File: src/rtl/sfl_map.svh
// Constants for the serial flash program, erase and status-write flow.
//
// Notes on behaviour
// Host sends write enable as its own frame.
// Program: opcode, three address, data; start on rise.
// Chip erase is the opcode alone, after enable.
// Erase starts on chip select rise ending command.
// Host polls status until bit 0 is zero.
// Program or erase end clears write enable.
// Status write end returns to write disabled.
// Status write finishes within 15 ms, busy meanwhile.
// Page program finishes within 5.0 ms.
// Small sector erase finishes within 0.15 s.
// Sector erase finishes within 0.25 s.
// Chip erase finishes within 1.6 s.
// Write command ending mid-byte is ignored.
// Page program with partial data byte is rejected.
// While busy, status bit 0 high, writes refused.
`ifndef SFL_MAP_SVH
`define SFL_MAP_SVH

// ----------------------------------------------------------------------------
// Command opcodes.
// ----------------------------------------------------------------------------
`define SFL_OP_WREN   8'h06
`define SFL_OP_WRDI   8'h04
`define SFL_OP_RDSR   8'h05
`define SFL_OP_WRSR   8'h01
`define SFL_OP_PP     8'h02
`define SFL_OP_SSE    8'h20
`define SFL_OP_SE     8'hD8
`define SFL_OP_CE     8'hC7

// ----------------------------------------------------------------------------
// Status byte layout and frame lengths in bytes.
// ----------------------------------------------------------------------------
`define SFL_SR_BUSY     0
`define SFL_SR_WEL      1
`define SFL_SR_RESET    8'h00
`define SFL_ADDR_BYTES  4'h4
`define SFL_MAX_PAGE    9'h100

// ----------------------------------------------------------------------------
// Timing: figures in their own unit, then clock cycles at 50 MHz.
// ----------------------------------------------------------------------------
`define SFL_CLK_HZ      50000000
`define SFL_T_SRW_MS    5
`define SFL_T_SRW_MAX_MS 15
`define SFL_T_PP_MS     4.0
`define SFL_T_PP_MAX_MS 5.0
`define SFL_T_SSE_S     0.04
`define SFL_T_SSE_MAX_S 0.15
`define SFL_T_SE_S      0.08
`define SFL_T_SE_MAX_S  0.25
`define SFL_T_CHE_S     0.25
`define SFL_T_CHE_MAX_S 1.6
`define SFL_CYC_SRW     (`SFL_T_SRW_MS * (`SFL_CLK_HZ / 1000))
`define SFL_CYC_SRW_MAX (`SFL_T_SRW_MAX_MS * (`SFL_CLK_HZ / 1000))
`define SFL_CYC_PP      (int'(`SFL_T_PP_MS * (`SFL_CLK_HZ / 1000)))
`define SFL_CYC_PP_MAX  (int'(`SFL_T_PP_MAX_MS * (`SFL_CLK_HZ / 1000)))
`define SFL_CYC_SSE     (int'(`SFL_T_SSE_S * `SFL_CLK_HZ))
`define SFL_CYC_SSE_MAX (int'(`SFL_T_SSE_MAX_S * `SFL_CLK_HZ))
`define SFL_CYC_SE      (int'(`SFL_T_SE_S * `SFL_CLK_HZ))
`define SFL_CYC_SE_MAX  (int'(`SFL_T_SE_MAX_S * `SFL_CLK_HZ))
`define SFL_CYC_CHE     (int'(`SFL_T_CHE_S * `SFL_CLK_HZ))
`define SFL_CYC_CHE_MAX (int'(`SFL_T_CHE_MAX_S * `SFL_CLK_HZ))
// Host serial clock half period in system cycles.
`define SFL_SCK_HALF    5'h08

`endif

File: src/rtl/sfl_link_if.sv
// Four-wire serial link between the host end and the flash end.
`timescale 1ns/1ns
interface sfl_link_if;
   logic cs_n;      // Chip select, low during a frame.
   logic sck;       // Serial clock made by the host.
   logic si;        // Serial data into the flash.
   logic so;        // Serial data out of the flash.
   logic so_oe_n;   // Output enable of so, low while the flash drives it.
   logic so_line;   // Resolved so wire, pulled high when undriven.

   // The so wire floats high when the flash releases it.
   assign so_line = so_oe_n ? 1'b1 : so;

   modport dev  (input cs_n, input sck, input si, output so, output so_oe_n);
   modport host (output cs_n, output sck, output si, input so_line);
endinterface

File: src/rtl/sfl_flash_dev.sv
// Flash end: command decode, write enable latch, busy timing, status read.
`timescale 1ns/1ns
`include "sfl_map.svh"
module sfl_flash_dev #(
   parameter int unsigned P_CYC_SRW = `SFL_CYC_SRW,
   parameter int unsigned P_CYC_PP  = `SFL_CYC_PP,
   parameter int unsigned P_CYC_SSE = `SFL_CYC_SSE,
   parameter int unsigned P_CYC_SE  = `SFL_CYC_SE,
   parameter int unsigned P_CYC_CHE = `SFL_CYC_CHE
) (
   input  wire logic        i_clk_sys,   // System clock, 50 MHz.
   input  wire logic        i_reset_n,   // Synchronous reset, active low.
   sfl_link_if.dev          link,        // Serial link pins.
   output logic             o_busy,      // Operation in progress.
   output logic             o_wel,       // Write enable latch.
   output logic [7:0]       o_status,    // Full status byte.
   output logic             o_op_start,  // Pulse: operation begins.
   output logic [7:0]       o_op_code,   // Opcode of the running operation.
   output logic [23:0]      o_op_addr,   // Address of the running operation.
   output logic             o_op_done,   // Pulse: operation ends.
   output logic [7:0]       o_wr_data,   // Page data byte received.
   output logic             o_wr_valid   // Pulse: o_wr_data is new.
);

   // -------------------------------------------------------------------------
   // Pin synchronisers.
   // -------------------------------------------------------------------------
   logic [2:0]  sck_p;
   logic [2:0]  cs_p;
   logic [2:0]  si_p;
   logic        sck_lvl;
   logic        cs_lvl;

   // Three flip-flops per pin; clock and chip select levels count once stages two and three agree.
   always_ff @(posedge i_clk_sys) begin
      if (!i_reset_n) begin
         sck_p <= 3'h0;
         cs_p  <= 3'h7;
         si_p  <= 3'h0;
      end else begin
         sck_p <= {sck_p[1:0], link.sck};
         cs_p  <= {cs_p[1:0], link.cs_n};
         si_p  <= {si_p[1:0], link.si};
      end
   end

   // Settled levels of clock and chip select.
   always_ff @(posedge i_clk_sys) begin
      if (!i_reset_n) begin
         sck_lvl <= 1'b0;
         cs_lvl  <= 1'b1;
      end else begin
         if (sck_p[1] == sck_p[2]) begin
            sck_lvl <= sck_p[2];
         end
         if (cs_p[1] == cs_p[2]) begin
            cs_lvl <= cs_p[2];
         end
      end
   end

   logic cs_act;
   logic cs_fall;
   logic cs_rise;
   logic sck_rise;
   logic sck_fall;

   // Edge events derived from agreeing stages against the settled level.
   assign cs_act   = ~cs_lvl;
   assign cs_fall  = (cs_p[1] == cs_p[2]) & ~cs_p[2] & cs_lvl;
   assign cs_rise  = (cs_p[1] == cs_p[2]) & cs_p[2] & ~cs_lvl;
   assign sck_rise = cs_act & (sck_p[1] == sck_p[2]) & sck_p[2] & ~sck_lvl;
   assign sck_fall = cs_act & (sck_p[1] == sck_p[2]) & ~sck_p[2] & sck_lvl;

   // -------------------------------------------------------------------------
   // Frame receiver.
   // -------------------------------------------------------------------------
   logic [2:0]  bit_cnt;
   logic [3:0]  byte_cnt;
   logic [6:0]  sh_in;
   logic [7:0]  opcode;
   logic [23:0] addr;
   logic [7:0]  rx_byte;
   logic        busy;
   logic        wel;
   logic [5:0]  sr_user;

   assign rx_byte = {sh_in, si_p[2]};

   // Shifts bits in on each clock rise and sorts the bytes into fields.
   always_ff @(posedge i_clk_sys) begin
      if (!i_reset_n) begin
         bit_cnt  <= 3'h0;
         byte_cnt <= 4'h0;
         sh_in    <= 7'h00;
         opcode   <= 8'h00;
         addr     <= 24'h00_0000;
      end else if (cs_fall) begin
         bit_cnt  <= 3'h0;
         byte_cnt <= 4'h0;
      end else if (sck_rise) begin
         sh_in   <= rx_byte[6:0];
         bit_cnt <= bit_cnt + 3'h1;
         if (bit_cnt == 3'h7) begin
            if (byte_cnt == 4'h0) begin
               opcode <= rx_byte;
            end else if (byte_cnt < `SFL_ADDR_BYTES) begin
               addr <= {addr[15:0], rx_byte};
            end
            if (byte_cnt != 4'hF) begin
               byte_cnt <= byte_cnt + 4'h1;
            end
         end
      end
   end

   // Page data bytes are offered to the user as they arrive.
   always_ff @(posedge i_clk_sys) begin
      if (!i_reset_n) begin
         o_wr_valid <= 1'b0;
         o_wr_data  <= 8'h00;
      end else begin
         o_wr_valid <= sck_rise & (bit_cnt == 3'h7) & (byte_cnt >= `SFL_ADDR_BYTES)
                       & (opcode == `SFL_OP_PP) & wel & ~busy;
         if (sck_rise & (bit_cnt == 3'h7)) begin
            o_wr_data <= rx_byte;
         end
      end
   end

   // -------------------------------------------------------------------------
   // Command decode at the end of the frame.
   // -------------------------------------------------------------------------
   logic        whole;
   logic        next_start;
   logic [31:0] next_dur;

   // Only frames that end on a byte boundary and find the device idle count.
   assign whole = (bit_cnt == 3'h0) & ~busy;

   // Picks the write operation a closing frame requests, if any.
   always_comb begin
      next_start = 1'b0;
      next_dur   = P_CYC_PP;
      if (cs_rise & whole & wel) begin
         case (opcode)
            `SFL_OP_PP: begin
               next_start = (byte_cnt > `SFL_ADDR_BYTES);
               next_dur   = P_CYC_PP;
            end
            `SFL_OP_SSE: begin
               next_start = (byte_cnt == `SFL_ADDR_BYTES);
               next_dur   = P_CYC_SSE;
            end
            `SFL_OP_SE: begin
               next_start = (byte_cnt == `SFL_ADDR_BYTES);
               next_dur   = P_CYC_SE;
            end
            `SFL_OP_CE: begin
               next_start = (byte_cnt == 4'h1);
               next_dur   = P_CYC_CHE;
            end
            `SFL_OP_WRSR: begin
               next_start = (byte_cnt == 4'h2);
               next_dur   = P_CYC_SRW;
            end
            default: begin
               next_start = 1'b0;
               next_dur   = P_CYC_PP;
            end
         endcase
      end
   end

   // -------------------------------------------------------------------------
   // Write enable latch, busy timer and operation reporting.
   // -------------------------------------------------------------------------
   logic [31:0] timer;

   // Runs the internal operation and clears write enable when it ends.
   always_ff @(posedge i_clk_sys) begin
      if (!i_reset_n) begin
         busy       <= 1'b0;
         wel        <= 1'b0;
         timer      <= 32'h0000_0000;
         sr_user    <= 6'h00;
         o_op_start <= 1'b0;
         o_op_done  <= 1'b0;
         o_op_code  <= 8'h00;
         o_op_addr  <= 24'h00_0000;
      end else begin
         o_op_start <= next_start;
         o_op_done  <= 1'b0;
         if (next_start) begin
            busy      <= 1'b1;
            timer     <= next_dur;
            o_op_code <= opcode;
            o_op_addr <= addr;
            if (opcode == `SFL_OP_WRSR) begin
               sr_user <= addr[7:2];
            end
         end else if (busy) begin
            if (timer <= 32'h0000_0001) begin
               busy      <= 1'b0;
               wel       <= 1'b0;
               o_op_done <= 1'b1;
            end else begin
               timer <= timer - 32'h0000_0001;
            end
         end else if (cs_rise & whole & (byte_cnt == 4'h1)) begin
            if (opcode == `SFL_OP_WREN) begin
               wel <= 1'b1;
            end else if (opcode == `SFL_OP_WRDI) begin
               wel <= 1'b0;
            end
         end
      end
   end

   // Mirrors the state onto registered user outputs.
   always_ff @(posedge i_clk_sys) begin
      if (!i_reset_n) begin
         o_busy   <= 1'b0;
         o_wel    <= 1'b0;
         o_status <= `SFL_SR_RESET;
      end else begin
         o_busy   <= busy;
         o_wel    <= wel;
         o_status <= {sr_user, wel, busy};
      end
   end

   // -------------------------------------------------------------------------
   // Status read output.
   // -------------------------------------------------------------------------
   logic [7:0] status;
   logic       so;
   logic       so_oe_n;

   assign status       = {sr_user, wel, busy};
   assign link.so      = so;
   assign link.so_oe_n = so_oe_n;

   // Drives status bits on each clock fall, repeating for as long as polled.
   always_ff @(posedge i_clk_sys) begin
      if (!i_reset_n) begin
         so      <= 1'b0;
         so_oe_n <= 1'b1;
      end else if (!cs_act | cs_rise) begin
         so_oe_n <= 1'b1;
      end else if (sck_fall & (opcode == `SFL_OP_RDSR) & (byte_cnt != 4'h0)) begin
         so      <= status[3'h7 - bit_cnt];
         so_oe_n <= 1'b0;
      end
   end

endmodule // sfl_flash_dev

File: src/flat_wrapper.sv
// flat-port wrapper written by rule: the top's interface ports become plain ports
module sfl_flash_dev_flat 
#(
   parameter int unsigned P_CYC_SRW = `SFL_CYC_SRW,
   parameter int unsigned P_CYC_PP  = `SFL_CYC_PP,
   parameter int unsigned P_CYC_SSE = `SFL_CYC_SSE,
   parameter int unsigned P_CYC_SE  = `SFL_CYC_SE,
   parameter int unsigned P_CYC_CHE = `SFL_CYC_CHE
)
  (i_clk_sys, i_reset_n, o_busy, o_wel, o_status, o_op_start, o_op_code, o_op_addr, o_op_done, o_wr_data, o_wr_valid, link_cs_n, link_sck, link_si, link_so, link_so_oe_n);
  sfl_link_if link_i ();
  input  wire logic i_clk_sys;
  input  wire logic i_reset_n;
  output logic o_busy;
  output logic o_wel;
  output logic [7:0] o_status;
  output logic o_op_start;
  output logic [7:0] o_op_code;
  output logic [23:0] o_op_addr;
  output logic o_op_done;
  output logic [7:0] o_wr_data;
  output logic o_wr_valid;
  input wire logic [$bits(link_i.cs_n)-1:0] link_cs_n;
  input wire logic [$bits(link_i.sck)-1:0] link_sck;
  input wire logic [$bits(link_i.si)-1:0] link_si;
  output wire logic [$bits(link_i.so)-1:0] link_so;
  output wire logic [$bits(link_i.so_oe_n)-1:0] link_so_oe_n;
  assign link_i.cs_n = link_cs_n;
  assign link_i.sck = link_sck;
  assign link_i.si = link_si;
  assign link_so = link_i.so;
  assign link_so_oe_n = link_i.so_oe_n;
  sfl_flash_dev #(.P_CYC_SRW(P_CYC_SRW), .P_CYC_PP(P_CYC_PP), .P_CYC_SSE(P_CYC_SSE), .P_CYC_SE(P_CYC_SE), .P_CYC_CHE(P_CYC_CHE)) u_core (.i_clk_sys(i_clk_sys), .i_reset_n(i_reset_n), .link(link_i), .o_busy(o_busy), .o_wel(o_wel), .o_status(o_status), .o_op_start(o_op_start), .o_op_code(o_op_code), .o_op_addr(o_op_addr), .o_op_done(o_op_done), .o_wr_data(o_wr_data), .o_wr_valid(o_wr_valid));
endmodule
File: config.mk
export PLATFORM = sky130hd
export DESIGN_NAME = sfl_flash_dev_flat
export DESIGN_NICKNAME = d
export VERILOG_FILES = /design/src/rtl/sfl_link_if.sv /design/src/rtl/sfl_flash_dev.sv /design/src/flat_wrapper.sv
export VERILOG_INCLUDE_DIRS = /design/src /design/src/rtl
export SDC_FILE = /design/constraint.sdc
export NUM_CORES = 1
export LEC_CHECK = 0
export ABC_AREA = 1
export BUFFER_PORTS_ARGS = -buffer_cell sky130_fd_sc_hd__buf_2
export CAP_MARGIN = 15
export CORE_UTILIZATION = 50
export CTS_CLUSTER_SIZE = 25
export DETAILED_ROUTE_END_ITERATION = 8
export GPL_TIMING_DRIVEN = 1
export PLACE_DENSITY = 0.65
export SETUP_SLACK_MARGIN = 0.15
export SLEW_MARGIN = 15
export SYNTH_ARGS = -nofsm -noshare
export SYNTH_HDL_FRONTEND = slang
export SYNTH_SLANG_ARGS = --single-unit
File: constraint.sdc
create_clock -name i_clk_sys -period 3.1 [get_ports i_clk_sys]
set_input_delay 0.62 -clock i_clk_sys [delete_from_list [all_inputs] [get_ports i_clk_sys]]
set_output_delay 0.62 -clock i_clk_sys [all_outputs]
set_load 0.01 [all_outputs]
After elaboration in Yosys (flattened, before gate mapping)

Index checks and enable logic that the tools add are counted.
Widths: inputs -> output; s select.

Word-level logic and storage cells: 118
Output and inout port bits: 55
Register bits: 152
Input port bits: 5

Multiplexer cells: 18
Equality and inequality tests: 17
Bitwise gates (word level): 31
Add/subtract/negate cells: 4
Order comparisons: 5
Reductions and logical operators: 18

Operators by type and width:

| kind                  | count |
|---|---|
| $mux 32               | 4 |
| $pmux 24 s4           | 1 |
| $le 32x1->1 const B   | 1 |
| $sub 32x1->32 const B | 1 |
| $eq 8x3->1 const B    | 3 |
| $and 1x1->1           | 20 |
| $eq 8x8->1 const B    | 2 |
| $mux 1                | 11 |
| $not 1->1             | 10 |
| $eq 8x1->1 const B    | 1 |
| $eq 8x2->1 const B    | 1 |
| $eq 8x6->1 const B    | 1 |
| $reduce_and 2->1      | 4 |
| $reduce_and 4->1      | 2 |
| $reduce_or 2->1       | 3 |
| $reduce_and 5->1      | 1 |
| $add 4x1->4 const B   | 1 |
| $eq 4x1->1 const B    | 1 |
| $eq 4x2->1 const B    | 1 |
| $eq 4x3->1 const B    | 1 |
| $ge 4x3->1 const B    | 1 |
| $gt 4x3->1 const B    | 1 |
| $logic_not 4->1       | 1 |
| $lt 3x4->1 const B    | 1 |
| other kinds (17)      | 19 |

Depth between registers and ports, before layout

Word-level depth: 9
Depth in mapped cells: 14
Gate-level depth less buffers: 13

Worst setup path before layout

No wires, ideal clock.

Kind: reg-to-reg
Start: reg u_core.bit_cnt[0]
End: reg u_core.o_op_addr[13]
Path buffers: 2
Setup slack: 1,312 ps
Data required time: 2,988 ps
Arrival time: 1,676 ps
Clock period less this slack: 1,788 ps
Cell stages (with the launch flop): 12
Library setup time: 112 ps
Cells stage by stage: dfxtp_1 > inv_2 > ha_1 > nand4_1 > nor2_4 > nand3_2 > nand2_8 > a21oi_2 > buf_4 > buf_6 > nand2_1 > nand2_1

Word-level cells in the longest chain between the ends: 5

Ends and longest elaborated chain:

| what                      | RTL line             | text |
|---|---|---|
| start: declaration        | sfl_flash_dev.sv:78  | `logic [2:0] bit_cnt;` |
| start signal: assignment  | sfl_flash_dev.sv:103 | `bit_cnt <= bit_cnt + 3'h1;` |
| $logic_not 3->1           | sfl_flash_dev.sv:139 | `assign whole = (bit_cnt == 3'h0) & ~busy;` |
| $and 1x1->1               | sfl_flash_dev.sv:139 |  |
| $and 1x1->1 (2 in series) | sfl_flash_dev.sv:145 | `if (cs_rise & whole & wel) begin` |
| $mux 1                    | sfl_flash_dev.sv:145 |  |
| end signal: assignment    | sfl_flash_dev.sv:198 | `o_op_addr <= addr;` |
| end: declaration          | sfl_flash_dev.sv:19  | `output logic [23:0] o_op_addr,` |

No other way between the ends.
A chain may end at the register's enable or synchronous reset.

Worst setup path after layout

Start: reg u_core.byte_cnt[0]
End: reg u_core.o_op_addr[13]

Word-level cells in the longest chain between the ends: 3
Elaborated cells on any way between the ends: 6
Those cells by class: order compare: 1; eq/ne: 3; mux: 2

Ends and longest elaborated chain:

| what                                                      | RTL line             | text |
|---|---|---|
| start: declaration                                        | sfl_flash_dev.sv:79  | `logic [3:0] byte_cnt;` |
| start signal: assignment                                  | sfl_flash_dev.sv:111 | `byte_cnt <= byte_cnt + 4'h1;` |
| $gt 4x3->1 (no source line), or another cell as far along | --                   |  |
| $pmux 1 s4 *                                              | sfl_flash_dev.sv:146 | `case (opcode)` |
| $mux 1 *                                                  | sfl_flash_dev.sv:145 |  |

Every way passes the cells marked *; elsewhere a longest branch is shown, timed or not.

==> results.md <==
* Status: finished clean
* Via-to-Cell Ratio at approximately 5
* Async S/R FF share, synth at 0
* Worst slew pin tran at 0.619 ns
* Diode count at 0
* Minimum clock period at 2.32 ns
* Final ANT Viol Nets at 0
* Fin area at a little under 8000 um^2
* GRT Residual Overflow at 0
* First-pass GRT wire length at roughly 26000 um
* DRT Wirelength at ~16000 um
* Share of the synthesized area in the top cell type at 0.445
* LEAKAGE at 0.00387 uW
* Share of layout cells above drive strength 1 at 0.129
* Max cap viols at 0
* DR iter-0 viols at ~440
* Hold Vio Cnt, Final at 0
* Setup crit end kind: flip-flop
* Clock transition at the registers of the reported paths at 0.06 ns
* I/O pin cnt at 60
* Core Rows at 42
* Post-CTS setup buffers at 0
* YS warnings at 0
* Worst-skew pair later-pin latency at 0.43 ns
* Max-slew violations at 0
* Finish-stage setup viols at 0
* FF-to-FF Start: u_core.byte_cnt[0]
* Syn_nets at 960
* Via count at 5930
* PortBufs at 59
* DP Area at between 7000 and 8000 um^2
* Met1 WL at ~7700 um
* WP data required at 3.48 ns
* Wire length per cell at 13.4 um
* Post-CTS sizing at 0
* Highest Signal Layer: met4
* Hold_buf cts at 0
* TNS Setup at 0 ns
* Post-DP HPWL at about 11000 um
* Final cycle utilization of the critical path at 0.748
* Hold Path Class: in2reg
* Mapped Area at ~6700 um^2
* Core area at ~13000 um^2
* CP Launch Point: u_core.byte_cnt[0]
* Layout Nets at 1009
* Die W at 118 um
* VDD IR max at 0.000450 V
* Met2 routed WL at a little over 7000 um
* Post-synth top area cell: dfxtp_1
* TritonCTS buffer count at 17
* Final core utilization at 0.587
* GP Congestion at just under 0.9
* Die ar. at 14000 um^2
* Pin count of the biggest net entering global routing at 46
* Pwr Density at about 550 nW/um^2
* Met3 WL at between 600 and 700 um
* Most common cell after layout, fill and taps aside: nand2_1
* Max-slew headroom at 0.586
* Synth Flop Type: dfxtp_1
* Mapped Cells at between 900 and 1000
* Number of synthesized flops with an enable pin at 0
* Ranking of synthesized cells by area: dfxtp_1 (45%), nand2_1 (13%), nor2_1 (9.6%), nand3_1 (4.5%), inv_1 (4.1%)
* GRT Resource Usage Total at 0.236
* Critical Path Source Type: flip-flop
* DRT Pass-1 Iters at 5
* Worst Min Path Start: link_sck
* Synth unique cells at 40
* Placement Setup Slack at about 0.81 ns
* Initial antenna violation count at 0
* Vias in the first global route at approximately 5300
* Initial Utilization at 0.511
* Yosys reg bits at 150
* H-tree Lvls at 4
* Crit path arrival time at between 2 and 3 ns
* Area added between synthesis and finish at 14.9%
* Register area share after synthesis at 0.445
* Clock buffer depth at 2
* RSZ-0062 raised after global routing: no
* CTS Sinks at 150
* FMAX at roughly 0.43 GHz
* Layout Skew at 0.00840 ns
* Most frequent cells in the layout: nand2_1 (238), nor2_1 (173), dfxtp_1 (150)
* CP max FO at 32
* DRC errors left at 0
* Die Ht at 118 um
* Setup ws final at a little under 0.8 ns
* Clock root cell: clkbuf_16
* Setup CP Type: reg2reg
* CTS tree: built
* Mapped Avg Cell Area at 7.14 um^2
[worst max-delay path, cell delays in order (launching register included)]
cell     delay (ns)
dfxtp_1        0.34
inv_1          0.13
ha_1           0.21
inv_1          0.06
a21oi_1        0.12
nor2_1         0.07
nor2_2         0.17
nand2_4        0.16
a21oi_2        0.43
buf_4          0.40
nand2_1        0.11
nand2_1        0.07
[per-stage QoR]
stage	std cells	power (uW)	hold WS, ns
final	1182	4230	0.371
after global routing	1182	4360	0.372
after CTS	1182	4270	0.359
after detailed placement	1150	2030	0.405
after global placement	1150	2030	0.399
after floorplan	944	2020	0.390
[metal layers]
metal  GRT usage  vias to the layer above
li1            -                     3105
met1       0.318                     2679
met2       0.366                      121
met3      0.0533                       25
met4      0.0954                        0
met5           0                        -
[logic make-up after synthesis]
family,synth area share
flops,0.445
xor+xnor,0.0299
fa+ha+maj,0.0204
compound gates,0.103
simple gates,0.323
buf+inv,0.0776
[final cells by class]
cell class	instances	area, um^2
Clock buffer	17	425
Clock inverter	15	216
Fill cell	1317	5450
Inverter	84	315
Multi-Input combinational cell	674	3220
Sequential cell	150	3000
Tap cell	176	220
Timing Repair Buffer	66	348
[where the power goes]
part	leakage (uW)	switching (uW)	internal [uW]
clock network	0.000308	868	1370
logic	0.00235	41.3	13.8
registers	0.00121	3.40	1930
[path summary, 6_finish.rpt]
kind / end / slack, ns / cells past startpoint
setup / recovery: u_core.o_op_addr[13] / 0.78 / 11
setup reg to reg: u_core.o_op_addr[13] / 0.78 / 11
hold / removal: u_core.sck_p[0] / 0.37 / 3
hold reg to reg: u_core.cs_p[1] / 0.41 / 1
[sequential cells by signal, summed over array words and instances (netlist names), 3 cells and up]
| register | cells |
|---|---|
| u_core.si_p | 3 |
| u_core.o_status | 8 |
| u_core.o_wr_data | 8 |
| u_core.byte_cnt | 4 |
| u_core.sh_in | 7 |
| u_core.o_op_code | 8 |
| u_core.sck_p | 3 |
| u_core.opcode | 8 |
| u_core.timer | 32 |
| u_core.bit_cnt | 3 |
| u_core.addr | 24 |
| u_core.sr_user | 6 |
| u_core.o_op_addr | 24 |
| u_core.cs_p | 3 |
[synthesized netlist by cell type (3+ instances only)]
| cell type | number |
|---|---|
| nand2_1 | 238 |
| nor2_1 | 173 |
| dfxtp_1 | 150 |
| inv_1 | 74 |
| nand3_1 | 61 |
| o21ai_0 | 52 |
| a21oi_1 | 40 |
| clkbuf_1 | 14 |
| xor2_1 | 12 |
| ha_1 | 11 |
| nor3_1 | 11 |
| xnor2_1 | 11 |
| a221oi_1 | 10 |
| buf_2 | 10 |
| inv_2 | 9 |
| a211oi_1 | 7 |
| nand4_1 | 7 |
| o21ai_1 | 7 |
| buf_4 | 6 |
| buf_6 | 5 |
| nand2_4 | 5 |
| nor2_2 | 4 |
| or2_2 | 4 |
| nand2_2 | 3 |
Note: power is estimated with default switching activity, not from simulation.
